==> src/shared/burst_seq_defs.svh <==
// constant definitions for the light-load burst sequencer
// assumes a 10 MHz core clock; included by bare name
`ifndef BURST_SEQ_DEFS_SVH
`define BURST_SEQ_DEFS_SVH

// ----------------------------------------------------------------------
// clock and times
// ----------------------------------------------------------------------
`define CLK_HZ 10000000
`define CLK_PERIOD_NS 100
`define WAKE_DELAY_NS 2200
`define WAKE_DELAY_CYC ((`WAKE_DELAY_NS + `CLK_PERIOD_NS - 1) / `CLK_PERIOD_NS)

// ----------------------------------------------------------------------
// burst frequency limits, as periods in clock cycles
// ----------------------------------------------------------------------
`define BURST_LOW_LIMIT_HZ 25000
`define LOW_POWER_RATE_HZ 25000
`define STANDBY_UPPER_HZ 8500
`define STANDBY_LOWER_HZ 1700
`define BURST_LOW_PERIOD_CYC (`CLK_HZ / `BURST_LOW_LIMIT_HZ)
`define LOW_POWER_PERIOD_CYC (`CLK_HZ / `LOW_POWER_RATE_HZ)
`define STANDBY_UPPER_PERIOD_CYC (`CLK_HZ / `STANDBY_UPPER_HZ)
`define STANDBY_LOWER_PERIOD_CYC (`CLK_HZ / `STANDBY_LOWER_HZ)

// ----------------------------------------------------------------------
// pulse counts and qualification
// ----------------------------------------------------------------------
`define PULSES_BASE 4'h2
`define QUALIFY_PERIODS 2'h2
`define BLANKING_CYC 3
`define MIN_ON_CYC 1

// ----------------------------------------------------------------------
// synchronised input bit positions
// ----------------------------------------------------------------------
`define SY_ZC 0
`define SY_DEMAND 1
`define SY_TRIP 2
`define SY_FLOOR 3
`define SY_PROG_HI 4
`define SY_SET_REF 5
`define SY_W 6

`endif

==> src/shared/burst_seq_pkg.sv <==
// types shared by the burst sequencer and its bench
// no assumptions beyond a SystemVerilog tool
package burst_seq_pkg;

    typedef enum logic [1:0] {
        MODE_ADAPTIVE,
        MODE_LOW_POWER,
        MODE_STANDBY1,
        MODE_STANDBY2
    } mode_e;

    typedef enum logic [2:0] {
        PK_IDLE,
        PK_WAKE,
        PK_VALLEY,
        PK_ON,
        PK_OFF
    } packet_e;

endpackage

==> src/verilog/light_load_burst_mode_sequencer.sv <==
// light-load burst sequencer: low power, first and second standby modes
// assumes one 10 MHz clock; analog comparators arrive asynchronously
`timescale 1ns/1ps
`default_nettype none
`include "burst_seq_defs.svh"

module light_load_burst_mode_sequencer #(
    parameter int PERIOD_W = 14,
    parameter int CODE_W = 8,
    parameter int ON_W = 8,
    parameter logic [CODE_W-1:0] THRESH_FLOOR_CODE = 8'h10,
    parameter logic [CODE_W-1:0] PROG_MIN_CODE = 8'h45,
    parameter logic [CODE_W-1:0] PROG_MAX_CODE = 8'h66,
    parameter int STANDBY_LOWER_PERIOD = `STANDBY_LOWER_PERIOD_CYC
) (
    input wire logic i_clk,
    input wire logic i_resetn,
    input wire logic i_aux_zero_cross,
    input wire logic i_demand,
    input wire logic i_peak_trip,
    input wire logic i_peak_at_floor,
    input wire logic i_program_above,
    input wire logic i_set_tied_ref,
    input wire logic i_adaptive_start,
    input wire logic [3:0] i_adaptive_pulses,
    input wire logic [CODE_W-1:0] i_loop_code,
    input wire logic [CODE_W-1:0] i_program_code,
    input wire logic [ON_W-1:0] i_on_time_code,
    output logic o_low_side_gate,
    output logic o_high_side_gate,
    output logic o_driver_wake,
    output burst_seq_pkg::mode_e o_mode,
    output logic [3:0] o_pulses_per_packet,
    output logic [CODE_W-1:0] o_peak_current_threshold,
    output logic o_voltage_mode
);
    import burst_seq_pkg::*;

    // ------------------------------------------------------------------
    // constants at working widths
    // ------------------------------------------------------------------
    localparam logic [PERIOD_W-1:0] LOW_LIMIT_P = PERIOD_W'(`BURST_LOW_PERIOD_CYC);
    localparam logic [PERIOD_W-1:0] LOW_RATE_P = PERIOD_W'(`LOW_POWER_PERIOD_CYC);
    localparam logic [PERIOD_W-1:0] UPPER_P = PERIOD_W'(`STANDBY_UPPER_PERIOD_CYC);
    localparam logic [PERIOD_W-1:0] LOWER_P = PERIOD_W'(STANDBY_LOWER_PERIOD);
    localparam logic [PERIOD_W-1:0] PERIOD_MAX = {PERIOD_W{1'b1}};
    localparam logic [4:0] WAKE_CYC = 5'(`WAKE_DELAY_CYC);
    localparam logic [ON_W-1:0] BLANK_CYC = ON_W'(`BLANKING_CYC);
    localparam logic [ON_W-1:0] MIN_ON = ON_W'(`MIN_ON_CYC);
    localparam logic [ON_W-1:0] ON_MAX = {ON_W{1'b1}};

    // ------------------------------------------------------------------
    // helpers
    // ------------------------------------------------------------------
    function automatic logic [CODE_W-1:0] clamp_code(input logic [CODE_W-1:0] c);
        return (c < PROG_MIN_CODE) ? PROG_MIN_CODE : ((c > PROG_MAX_CODE) ? PROG_MAX_CODE : c);
    endfunction

    function automatic logic [3:0] packet_pulses(input mode_e m);
        return (m == MODE_STANDBY2) ? 4'(`PULSES_BASE << 1) : `PULSES_BASE;
    endfunction

    // ------------------------------------------------------------------
    // input synchronisers: three stages, a change counts when 2 and 3 agree
    // ------------------------------------------------------------------
    logic [`SY_W-1:0] sy1_r;
    logic [`SY_W-1:0] sy2_r;
    logic [`SY_W-1:0] sy3_r;
    logic [`SY_W-1:0] in_r;

    always_ff @(posedge i_clk or negedge i_resetn) begin
        if (!i_resetn) begin
            sy1_r <= '0;
            sy2_r <= '0;
            sy3_r <= '0;
            in_r <= '0;
        end else begin
            sy1_r <= {i_set_tied_ref, i_program_above, i_peak_at_floor,
                      i_peak_trip, i_demand, i_aux_zero_cross};
            sy2_r <= sy1_r;
            sy3_r <= sy2_r;
            for (int k = 0; k < `SY_W; k++) begin
                if (sy2_r[k] == sy3_r[k]) begin
                    in_r[k] <= sy3_r[k];
                end
            end
        end
    end

    logic zc_edge;
    assign zc_edge = (sy2_r[`SY_ZC] == sy3_r[`SY_ZC]) && sy3_r[`SY_ZC] && !in_r[`SY_ZC];

    // ------------------------------------------------------------------
    // packet start decision
    // ------------------------------------------------------------------
    mode_e mode_r;
    packet_e pk_r;
    logic [PERIOD_W-1:0] period_r;
    logic [PERIOD_W-1:0] rate_r;
    logic start_pk;

    // standby packets only begin when the loop asks for energy, so the
    // off-time stretches with load; low power runs on its own fixed timer
    always_comb begin
        start_pk = 1'b0;
        if (pk_r == PK_IDLE) begin
            unique case (mode_r)
                MODE_ADAPTIVE: start_pk = 1'b0;
                MODE_LOW_POWER: start_pk = (rate_r >= LOW_RATE_P - 1'b1);
                MODE_STANDBY1,
                MODE_STANDBY2: start_pk = in_r[`SY_DEMAND];
            endcase
        end
    end

    logic burst_start;
    assign burst_start = (mode_r == MODE_ADAPTIVE) ? i_adaptive_start : start_pk;

    // ------------------------------------------------------------------
    // burst period measurement
    // ------------------------------------------------------------------
    always_ff @(posedge i_clk or negedge i_resetn) begin
        if (!i_resetn) begin
            period_r <= '0;
        end else if (burst_start) begin
            period_r <= '0;
        end else if (period_r != PERIOD_MAX) begin
            period_r <= period_r + 1'b1;
        end
    end

    always_ff @(posedge i_clk or negedge i_resetn) begin
        if (!i_resetn) begin
            rate_r <= '0;
        end else if (mode_r != MODE_LOW_POWER || start_pk) begin
            rate_r <= '0;
        end else if (rate_r != PERIOD_MAX) begin
            rate_r <= rate_r + 1'b1;
        end
    end

    // the measured period is one more than the count reached when the next start lands
    logic [PERIOD_W:0] meas_full;
    logic [PERIOD_W-1:0] meas;
    assign meas_full = {1'b0, period_r} + 1'b1;
    assign meas = (period_r == PERIOD_MAX) ? PERIOD_MAX : meas_full[PERIOD_W-1:0];

    // ------------------------------------------------------------------
    // mode transitions
    // ------------------------------------------------------------------
    logic [1:0] slow_cnt_r;
    logic slow_period;
    assign slow_period = meas > LOW_LIMIT_P;

    always_ff @(posedge i_clk or negedge i_resetn) begin
        if (!i_resetn) begin
            slow_cnt_r <= '0;
        end else if (mode_r != MODE_ADAPTIVE) begin
            slow_cnt_r <= '0;
        end else if (i_adaptive_start) begin
            if (i_adaptive_pulses == `PULSES_BASE && slow_period) begin
                slow_cnt_r <= (slow_cnt_r == `QUALIFY_PERIODS) ? slow_cnt_r
                                                               : slow_cnt_r + 1'b1;
            end else begin
                slow_cnt_r <= '0;
            end
        end
    end

    always_ff @(posedge i_clk or negedge i_resetn) begin
        if (!i_resetn) begin
            mode_r <= MODE_ADAPTIVE;
        end else begin
            unique case (mode_r)
                MODE_ADAPTIVE: if (slow_cnt_r == `QUALIFY_PERIODS) begin
                    mode_r <= MODE_LOW_POWER;
                end
                MODE_LOW_POWER: if (in_r[`SY_FLOOR]) begin
                    mode_r <= MODE_STANDBY1;
                end
                MODE_STANDBY1: if (burst_start && meas > UPPER_P) begin
                    mode_r <= MODE_STANDBY2;
                end
                MODE_STANDBY2: if (burst_start && (in_r[`SY_PROG_HI]
                        ? (meas < LOWER_P)
                        : (meas < UPPER_P))) begin
                    mode_r <= MODE_STANDBY1;
                end
            endcase
        end
    end

    // ------------------------------------------------------------------
    // packet sequencer: wake, valley-started pulses, wait for last valley
    // ------------------------------------------------------------------
    logic [4:0] wake_cnt_r;
    logic [ON_W-1:0] on_cnt_r;
    logic [3:0] pulse_cnt_r;
    logic [3:0] target_r;
    logic [ON_W-1:0] on_goal;
    logic pulse_end;

    // voltage mode times the pulse directly, so it may end before blanking
    // would have let the current comparator act
    assign on_goal = (i_on_time_code < MIN_ON) ? MIN_ON : i_on_time_code;
    assign pulse_end = o_voltage_mode ? (on_cnt_r >= on_goal)
                                      : (on_cnt_r >= BLANK_CYC && in_r[`SY_TRIP]);

    always_ff @(posedge i_clk or negedge i_resetn) begin
        if (!i_resetn) begin
            pk_r <= PK_IDLE;
            wake_cnt_r <= '0;
            on_cnt_r <= '0;
            pulse_cnt_r <= '0;
            target_r <= `PULSES_BASE;
        end else begin
            unique case (pk_r)
                PK_IDLE: begin
                    if (start_pk) begin
                        pk_r <= PK_WAKE;
                        wake_cnt_r <= '0;
                        pulse_cnt_r <= '0;
                        target_r <= packet_pulses(mode_r);
                    end
                end
                PK_WAKE: begin
                    wake_cnt_r <= wake_cnt_r + 1'b1;
                    if (wake_cnt_r >= WAKE_CYC - 1'b1) begin
                        pk_r <= PK_VALLEY;
                    end
                end
                PK_VALLEY: begin
                    if (zc_edge) begin
                        pk_r <= PK_ON;
                        on_cnt_r <= '0;
                        pulse_cnt_r <= pulse_cnt_r + 1'b1;
                    end
                end
                PK_ON: begin
                    if (on_cnt_r != ON_MAX) begin
                        on_cnt_r <= on_cnt_r + 1'b1;
                    end
                    if (pulse_end) begin
                        pk_r <= PK_OFF;
                    end
                end
                PK_OFF: begin
                    if (zc_edge) begin
                        if (pulse_cnt_r >= target_r) begin
                            pk_r <= PK_IDLE;
                        end else begin
                            pk_r <= PK_ON;
                            on_cnt_r <= '0;
                            pulse_cnt_r <= pulse_cnt_r + 1'b1;
                        end
                    end
                end
            endcase
        end
    end

    // ------------------------------------------------------------------
    // registered outputs: gate and wake set from the next-state view, mode outputs from the current state, high side held low
    // ------------------------------------------------------------------
    logic gate_nxt;
    logic wake_nxt;
    always_comb begin
        gate_nxt = 1'b0;
        wake_nxt = (pk_r != PK_IDLE) || start_pk;
        unique case (pk_r)
            PK_IDLE,
            PK_WAKE: gate_nxt = 1'b0;
            PK_VALLEY: gate_nxt = zc_edge;
            PK_ON: gate_nxt = !pulse_end;
            PK_OFF: begin
                gate_nxt = zc_edge && (pulse_cnt_r < target_r);
                wake_nxt = !(zc_edge && pulse_cnt_r >= target_r);
            end
        endcase
    end

    always_ff @(posedge i_clk or negedge i_resetn) begin
        if (!i_resetn) begin
            o_low_side_gate <= 1'b0;
            o_driver_wake <= 1'b0;
            o_high_side_gate <= 1'b0;
        end else begin
            o_low_side_gate <= gate_nxt;
            o_driver_wake <= wake_nxt;
            o_high_side_gate <= 1'b0;
        end
    end

    always_ff @(posedge i_clk or negedge i_resetn) begin
        if (!i_resetn) begin
            o_mode <= MODE_ADAPTIVE;
            o_pulses_per_packet <= `PULSES_BASE;
            o_peak_current_threshold <= '0;
            o_voltage_mode <= 1'b0;
        end else begin
            o_mode <= mode_r;
            o_pulses_per_packet <= packet_pulses(mode_r);
            o_voltage_mode <= (mode_r == MODE_LOW_POWER) && in_r[`SY_SET_REF];
            unique case (mode_r)
                MODE_ADAPTIVE,
                MODE_LOW_POWER: o_peak_current_threshold <= i_loop_code;
                MODE_STANDBY1: o_peak_current_threshold <= THRESH_FLOOR_CODE;
                MODE_STANDBY2: o_peak_current_threshold <= in_r[`SY_PROG_HI]
                    ? clamp_code(i_program_code)
                    : PROG_MIN_CODE;
            endcase
        end
    end

endmodule // light_load_burst_mode_sequencer

`default_nettype wire

==> config.mk <==
export PLATFORM = sky130hd
export DESIGN_NAME = light_load_burst_mode_sequencer
export DESIGN_NICKNAME = d
export VERILOG_FILES = /design/src/shared/burst_seq_pkg.sv /design/src/verilog/light_load_burst_mode_sequencer.sv
export VERILOG_INCLUDE_DIRS = /design/src /design/src/shared
export SDC_FILE = /design/constraint.sdc
export NUM_CORES = 1
export LEC_CHECK = 0
export BUFFER_PORTS_ARGS = -buffer_cell sky130_fd_sc_hd__buf_2
export CORE_MARGIN = 2
export CORE_UTILIZATION = 53
export CTS_CLUSTER_DIAMETER = 40
export DETAILED_ROUTE_END_ITERATION = 10
export GPL_ROUTABILITY_DRIVEN = 1
export HOLD_SLACK_MARGIN = 0.08
export PLACE_DENSITY_LB_ADDON = 0.12
export SYNTH_ARGS = -nofsm -noshare
export SYNTH_HDL_FRONTEND = slang
export SYNTH_SLANG_ARGS = --single-unit
==> constraint.sdc <==
create_clock -name i_clk -period 2.4 [get_ports i_clk]
set_input_delay 0.6 -clock i_clk [delete_from_list [all_inputs] [get_ports i_clk]]
set_output_delay 0.6 -clock i_clk [all_outputs]
set_load 0.05 [all_outputs]
* Yosys cells after proc, flatten, opt, wreduce, memory -nomap -nowiden
Index checks and enable logic that the tools add are counted.
Storage, ports and cells: bits in registers 95, latch bits 0, bits in writable memories 0, memory bits (read-only) 0, input port bits 37, output and inout port bits 18, logic and storage cells 156, memories 0
Cells by class: add/subtract/negate cells 7, $mul 0, divide/modulo/power cells 0, magnitude comparators 13, eq/ne operators 32, shift-type cells 0, muxes and demuxes 46, bitwise operators 0, reductions and logical operators 34
Operator list (count):
- 2-to-1 mux 14 bit | 5
- 2-to-1 mux 8 bit | 8
- one-hot mux 8 bit (3 select lines) | 2
- adder 14 x 1 -> 14 bit, second input constant | 3
- != test 14 bit, second input constant | 2
- != test 2 bit, second input constant | 10
- 2-to-1 mux 2 bit | 9
- 2-to-1 mux 3 bit | 6
- 2-to-1 mux 4 bit | 4
- one-hot mux 3 bit (5 select lines) | 1
- AND reduction 5 bit | 3
- == test 14 bit, second input constant | 1
- greater-or-equal comparator 14 x 9 -> 1 bit, second input constant | 1
- greater-than comparator 14 x 11 -> 1 bit, second input constant | 1
- greater-than comparator 14 x 9 -> 1 bit, second input constant | 1
- < comparator 14 x 11 -> 1 bit, second input constant | 1
- < comparator 14 x 13 -> 1 bit, second input constant | 1
- one-hot mux 4 bit (3 select lines) | 1
- one-hot mux 5 bit (2 select lines) | 1
- nonzero test 2 bit | 5
- logical AND 1 bit | 9
- nonzero test 3 bit | 3
- adder 8 x 1 -> 8 bit, second input constant | 1
- greater-or-equal comparator 8 x 2 -> 1 bit, second input constant | 1
- 32 further kinds | 52

* Logic depth before layout (Yosys ltp)
Gate-level depths: netlist of the first run.
depth in word-level cells 8, depth in mapped cells 11, gate-level depth less buffers 11

* Worst setup path after synthesis of the first run
No wires, ideal clock.
path kind in2reg, start input i_on_time_code[7], end register pk_r[1], setup time 0.124 ns, arrival time 2.480 ns, data required time 2.276 ns, setup slack -0.204 ns, stages on the path 11, path buffers 0, cells stage by stage nor4_1 -> a41o_1 -> ha_1 -> nand2b_1 -> a21o_1 -> a21o_1 -> a21oi_1 -> nor3_1 -> a2bb2oi_1 -> nor2b_1 -> o31a_1
On the way: word-level cells in the longest chain between the ends 6
Ends and longest elaborated chain:
- start, declared | line light_load_burst_mode_sequencer.sv:28 | input wire logic [ON_W-1:0] i_on_time_code,
- < comparator 8 x 1 -> 1 bit | line light_load_burst_mode_sequencer.sv:205 | assign on_goal = (i_on_time_code < MIN_ON) ? MIN_ON : i_on_time_code;
- 2-to-1 mux 8 bit * | line light_load_burst_mode_sequencer.sv:205
- greater-or-equal comparator 8 bit * | line light_load_burst_mode_sequencer.sv:206 | assign pulse_end = o_voltage_mode ? (on_cnt_r >= on_goal)
- 2-to-1 mux 1 bit * | line light_load_burst_mode_sequencer.sv:206
- != test 2 bit (no line) *
- AND reduction 5 bit (no line) *
- end signal, assigned | line light_load_burst_mode_sequencer.sv:211 | pk_r <= PK_IDLE;
- end signal, assigned | line light_load_burst_mode_sequencer.sv:220 | pk_r <= PK_WAKE;
- end signal, assigned | line light_load_burst_mode_sequencer.sv:229 | pk_r <= PK_VALLEY;
- end, declared | line light_load_burst_mode_sequencer.sv:97 | packet_e pk_r;
Mark *: on every way between the ends. The rest lies on a longest branch, timed or not. A chain may end at the register's enable or synchronous reset.

* Final worst setup path of the first run
start register period_r[0], end register slow_cnt_r[0]
On the way: word-level cells in the longest chain between the ends 7, elaborated cells between the ends (all ways) 10, classes of those cells add/sub (1); order compare (1); eq/ne (2); mux (4); reduce/logical (2)
Ends and longest elaborated chain:
- start, declared | line light_load_burst_mode_sequencer.sv:98 | logic [PERIOD_W-1:0] period_r;
- start signal, assigned | line light_load_burst_mode_sequencer.sv:128 | period_r <= period_r + 1'b1;
- adder 14 x 1 -> 14 bit / == test 14 bit (equally long branches) | line light_load_burst_mode_sequencer.sv:145, light_load_burst_mode_sequencer.sv:146
- 2-to-1 mux 14 bit * | line light_load_burst_mode_sequencer.sv:146 | assign meas = (period_r == PERIOD_MAX) ? PERIOD_MAX : meas_full[PERIOD_W-1:0];
- greater-than comparator 14 x 9 -> 1 bit * | line light_load_burst_mode_sequencer.sv:153 | assign slow_period = meas > LOW_LIMIT_P;
- logical AND 1 bit * | line light_load_burst_mode_sequencer.sv:161 | if (i_adaptive_pulses == `PULSES_BASE && slow_period) begin
- 2-to-1 mux 2 bit | line light_load_burst_mode_sequencer.sv:161
- 2-to-1 mux 2 bit | line light_load_burst_mode_sequencer.sv:160 | end else if (i_adaptive_start) begin
- 2-to-1 mux 2 bit | line light_load_burst_mode_sequencer.sv:158 | end else if (mode_r != MODE_ADAPTIVE) begin
- end signal, assigned | line light_load_burst_mode_sequencer.sv:162 | slow_cnt_r <= (slow_cnt_r == `QUALIFY_PERIODS) ? slow_cnt_r
- end, declared | line light_load_burst_mode_sequencer.sv:151 | logic [1:0] slow_cnt_r;
Mark *: on every way between the ends. The rest lies on a longest branch, timed or not. The select of a mux whose other input is x is not followed.

==> flow_summary.json, run 1 <==
{
  "status": "finished clean",
  "crit_path_end_kind": "register",
  "fp.dieH_um": 98.6,
  "dieArea_um2": 9730,
  "viasPerCell": 5.58,
  "max_freq_ghz": 0.432,
  "groute.usage.overall": 0.222,
  "drive_gt1_frac": 0.248,
  "rsz0062_at_grt": "no",
  "drt_iter0_drc": 122,
  "avgSynthCellArea_um2": 9.55,
  "placedCellCount": 689,
  "clkSlewWorstSetupHoldPaths_ps": 100,
  "ys_seq_elements": 93,
  "dr_total_vias": 3931,
  "finalCritPeriodShare": 0.964,
  "cp_num_buf_inv": 0,
  "crit_type": "register to register",
  "synth_enable_flop_cells": 0,
  "hold_buffers": 0,
  "yosysUniqueCellTypes": 63,
  "syn_to_final_growth_pct": 20.5,
  "cts_buffers": 9,
  "routabilityCongestion": 0.854,
  "grt_max_degree": 43,
  "drt_wl_total_um": 10100,
  "grt_pass1_vias": 3857,
  "finalSetupTns_ps": 0,
  "final_util": 0.656,
  "port_buffers": 51,
  "grt_first_pass_wirelength_um": 17700,
  "rows": 34,
  "worst_path_largest_cell_delay_ps": 510,
  "fin_nets": 647,
  "synth_common_cells": "dfrtp_1 (91), nor2_1 (58), nand2_1 (40)",
  "ys_top_cells_by_area": "dfrtp_1 (48%), ha_1 (4.7%), nor2_1 (4.6%), o21ai_0 (3.3%), nand2_1 (3.2%)",
  "yosysMostFrequentCell": "dfrtp_1",
  "drc_errors": 0,
  "yosysTopAreaCell": "dfrtp_1",
  "startpoint_type": "register",
  "dr.pass1.iters": 5,
  "core_area_um2": 8720,
  "peakVddDrop_mv": 0.396,
  "synthCells": 497,
  "cp_top_family": "simple AND/OR/NAND/NOR gates",
  "postCtsSetupBuffers": 0,
  "async_flop_share": 1.00,
  "dp_hpwl_um": 7480,
  "start_util": 0.544,
  "ys_seq_area_frac": 0.491,
  "min-delay-path-class": "input pin to asynchronous set/reset pin",
  "powerDensity_nw_per_um2": 757,
  "path_cells": "ha_4 > nand3_2 > or4_4 > and3_1 > o311a_1 > o31ai_4 > nand3b_1 > mux2i_1",
  "stdcell_count": 705,
  "use_met1": 0.288,
  "final_antenna_net_count": 0,
  "slew_viol_final": 0,
  "use_met2": 0.379,
  "cts.path.max_buffers": 2,
  "hold_viol": 0,
  "p_leak_nw": 2.65,
  "chipWidth_um": 98.6,
  "period_needed_ps": 2310,
  "finalPower_mw": 4.33,
  "grt.overflow.total": 0,
  "post_drt_wl_per_cell_um": 14.3,
  "required_ps": 2680,
  "cts_max_level": 3,
  "busiest_layer": "met2",
  "cts-root-buf": "clkbuf_8",
  "crit_fanout": 4,
  "max_cap_viol_count": 0,
  "ys.flop_type": "dfrtp_1",
  "antennaDiodeCount": 0,
  "fin_skew_ps": 13.9,
  "boundaryPins": 55,
  "syn_area_um2": 4750,
  "use_met3": 0.0489,
  "final.setup.worst_slack_ps": 87.6,
  "cts_tree": "done",
  "setup_viol": 0,
  "synth_warnings": 0,
  "cpMaxStageDelayCell": "or4_4",
  "clock-sinks": 93,
  "synth_top_cell_area_share": 0.480,
  "dp_slack_ps": -261,
  "clk_latency_ps": 370,
  "antenna_found_initial": 0,
  "cp.arrival_ps": 2590
}
## worst register-to-register path: stages (launching register included)
cell and delay (ps):
dfrtp_1 400, ha_4 170, nand3_2 70, or4_4 520
and3_1 170, o311a_1 330, o31ai_4 280, nand3b_1 120
mux2i_1 170
## layout by cell type, fill, tap and decap left out, types with 5 or more instances in the layout
cell and instances:
xor2_1 17, buf_2 50, ha_1 17, a31oi_1 6, inv_1 30, nand4_1 16, nand2_1 40, nor2b_1 5
a211oi_1 6, nand3_1 15, clkbuf_8 9, o21ai_0 31, dfrtp_1 90, buf_4 53, maj3_1 5, o22ai_1 5
nor3_1 16, a21oi_1 19, nor2_1 57, and3_1 8, xnor2_1 8
## kinds of logic after synthesis
| family | Yosys count | synth area share |
|---|---|---|
| fa+ha+maj | 23 | 0.0580 |
| mux | 7 | 0.0156 |
| xor+xnor | 25 | 0.0461 |
| compound gates | 102 | 0.139 |
| simple gates | 194 | 0.204 |
| flops | 93 | 0.491 |
| other cells | 1 | 0.000790 |
| buf+inv | 52 | 0.0459 |
## registers in the layout, summed over array words and instances (netlist names), 3 cells and up
| name | count |
|---|---|
| sy1_r | 6 |
| on_cnt_r | 8 |
| period_r | 14 |
| sy3_r | 6 |
| o_peak_current_threshold | 8 |
| in_r | 6 |
| wake_cnt_r | 5 |
| rate_r | 14 |
| pk_r | 3 |
| sy2_r | 6 |
| pulse_cnt_r | 4 |
## power breakdown
part	internal, mW	total, mW	switching, mW
clock network	0.400	1.01	0.605
registers	1.77	1.96	0.189
logic	0.573	1.37	0.793
## final timing paths
| kind | depth (start not counted) | start | end | slack (ps) |
|---|---|---|---|---|
| worst max-delay path | 8 | period_r[0] | slow_cnt_r[0] | 90 |
| worst min-delay path | 1 | i_resetn | o_peak_current_threshold[0] | 160 |
| worst max register to register | 8 | period_r[0] | slow_cnt_r[0] | 90 |
| worst min register to register | 0 | sy1_r[5] | sy2_r[5] | 360 |
| max in group asynchronous | 2 | i_resetn | sy3_r[4] | 1620 |
| min in group i_clk | 1 | i_peak_trip | sy1_r[2] | 330 |
## through the flow
step / instance area (um^2) / hold WS [ps]
floorplan: 4780 / 304
global placement: 5480 / 331
detailed placement: 5480 / 336
CTS: 5680 / 160
global route: 5720 / 174
finish: 5720 / 161
## area by class of cell
type                    count  area (um^2)
multi-input cells         354         2290
inverters                  30          113
flip-flops and latches     93         2330
fillers                   704         3000
repair buffers            104          668
clock inverters             7         63.8
well taps                 108          135
clock buffers               9          124
## repair_timing
action,CTS,global route
pin swaps,1,5
gates resized for setup,4,10
endpoints found under the setup margin,2,4
## metal layers
layer  wire, um  part of all wire
met5          0                 0
met4         55            0.0055
met3        317             0.032
met2       5020              0.50
met1       4660              0.46
No activity file was read; power rests on OpenSTA's default activity.
==> run 2, diff against run 1 <==
--- a/config.mk
+++ b/config.mk
@@ -8,7 +8,7 @@
 export LEC_CHECK = 0
 export BUFFER_PORTS_ARGS = -buffer_cell sky130_fd_sc_hd__buf_2
 export CORE_MARGIN = 2
-export CORE_UTILIZATION = 53
+export CORE_UTILIZATION = 50
 export CTS_CLUSTER_DIAMETER = 40
 export DETAILED_ROUTE_END_ITERATION = 10
 export GPL_ROUTABILITY_DRIVEN = 1
==> run 2 against run 1 <==
  * Worst setup slack better by 21 ps
  * Maximum frequency up 0.94%
  * Combinational power is 8% higher
  * Critical endpoint is now pk_r[1]
  * Largest power group unchanged
  * Highest routed layer unchanged
==> flow_summary.json, run 2 (synthesis results as in run 1) <==
{
  "chipWidth_um": 101,
  "antenna_found_initial": 0,
  "clock-sinks": 93,
  "status": "finished clean",
  "required_ps": 2640,
  "cts.path.max_buffers": 2,
  "final_antenna_net_count": 0,
  "slew_headroom": 0.628,
  "start_util": 0.514,
  "placed_cell_area_um2": 5490,
  "cp.arrival_ps": 2530,
  "powerDensity_nw_per_um2": 766,
  "ff2ff_path_depth": 7,
  "drt_wl_total_um": 10100,
  "dr.pass1.iters": 5,
  "boundaryPins": 55,
  "drive_gt1_frac": 0.265,
  "finalCritPeriodShare": 0.955,
  "drc_errors": 0,
  "core_area_um2": 9240,
  "port_buffers": 51,
  "setup_viol": 0,
  "hold_buffers": 0,
  "peakVddDrop_mv": 0.387,
  "drt_iter0_drc": 135,
  "groute.usage.overall": 0.208,
  "p_leak_nw": 2.69,
  "post_drt_wl_per_cell_um": 13.9,
  "fp.dieH_um": 101,
  "reg2reg_to": "slow_cnt_r[0]",
  "cts-root-buf": "clkbuf_8",
  "startpoint_type": "input pin",
  "cts_max_level": 3,
  "dp_hpwl_um": 7380,
  "viasPerCell": 5.37,
  "fin_nets": 647,
  "top_regs": "period_r: 14 flops, rate_r: 14 flops",
  "fin_skew_ps": 8.26,
  "grt_first_pass_wirelength_um": 17200,
  "dieArea_um2": 10300,
  "crit_path_end_kind": "register",
  "rsz0062_at_grt": "yes",
  "dr_total_vias": 3898,
  "period_needed_ps": 2290,
  "fin_area_um2": 5840,
  "crit_type": "input pin to register",
  "cts_buffers": 9,
  "routabilityCongestion": 0.879,
  "slew_viol_final": 0,
  "grt.overflow.total": 0,
  "crit_fanout": 2,
  "syn_to_final_growth_pct": 23.1,
  "final_common_cell": "dfrtp_1",
  "antennaDiodeCount": 0,
  "grt_max_degree": 94,
  "tightest_slew_ps": 554,
  "grt_pass1_vias": 3893,
  "hold_viol": 0,
  "max_cap_viol_count": 0,
  "clkSlewWorstSetupHoldPaths_ps": 90,
  "finalPower_mw": 4.47,
  "reg2reg_setup_slack_ps": 120,
  "min-delay-path-class": "input pin to asynchronous set/reset pin",
  "max_freq_ghz": 0.437,
  "cts_tree": "done",
  "regToRegStartpoint": "period_r[9]",
  "layout_common_cells": "dfrtp_1 (90), nor2_1 (55), buf_4 (53), buf_2 (50), nand2_1 (40)",
  "rows": 35,
  "clk_latency_ps": 350
}
run 2: changes by cell type in the layout (fill, tap and decap cells not counted), moves of 2 or more:
cell and delta:
a21oi_1 -2, a21oi_2 +2, clkinv_2 +2, clkinvlp_4 -2, inv_8 -2, nor2_1 -2, nor2_2 +2
run 2: stage by stage:
stage          instances   util  hold WS [ps]  setup TNS (ps)  worst slack (ps)
2_1_floorplan        499      -           304           -86.6             -63.7
3_3_place_gp         708  0.594           333            -583              -253
3_5_place_dp         708  0.594           336            -902              -305
4_1_cts              725  0.619           295               0              6.92
5_1_grt              726  0.632           287           -50.8             -44.2
6_report             726  0.632           265               0               109
run 2: area by class of cell:
type                            count  area, um^2
Clock buffer                       11         141
Clock inverter                      5        57.6
Fill cell                         786        3400
Inverter                           30         113
Multi-Input combinational cell    354        2370
Sequential cell                    93        2330
Tap cell                          129         161
Timing Repair Buffer              104         668
run 2: what timing repair did:
action | 4_1_cts | 5_1_grt
resized for setup | 6 | 24
setup endpoints to repair | 3 | 6
pin swaps | 6 | 10
buffers inserted | 1 | 1
run 2: critical path, stage by stage:
cell	delay [ps]
buf_2	120
nor4_4	260
a41o_1	190
ha_1	220
nand2b_4	130
a21o_1	150
a21o_1	160
a21oi_2	100
nor3_1	60
a2bb2oi_2	140
nor2b_4	150
o31a_1	240
run 2: power breakdown:
| part | internal (mW) | switching (mW) |
|---|---|---|
| Combinational | 0.623 | 0.853 |
| Clock | 0.513 | 0.543 |
| Sequential | 1.77 | 0.168 |
run 2: worst max-delay path by stage:
stage                       from            end  slack (ps)  cells after the start
6_report       i_on_time_code[1]        pk_r[1]         110                     12
5_1_grt              period_r[1]  slow_cnt_r[0]         -40                      8
4_1_cts                rate_r[1]      mode_r[0]           7                      9
3_5_place_dp   i_on_time_code[7]        pk_r[1]        -300                     12
3_3_place_gp   i_on_time_code[7]        pk_r[1]        -250                     12
2_1_floorplan  i_on_time_code[7]        pk_r[1]         -60                     11
run 2: routing by layer:
| metal | vias to the layer above | share of wire | wire length, um | global-route usage |
|---|---|---|---|---|
| li1 | 1947 | - | - | - |
| met1 | 1890 | 0.47 | 4790 | 0.273 |
| met2 | 50 | 0.49 | 4910 | 0.357 |
| met3 | 11 | 0.026 | 261 | 0.0304 |
| met4 | 0 | 0.013 | 128 | 0.0644 |
| met5 | - | 0 | 0 | 0 |
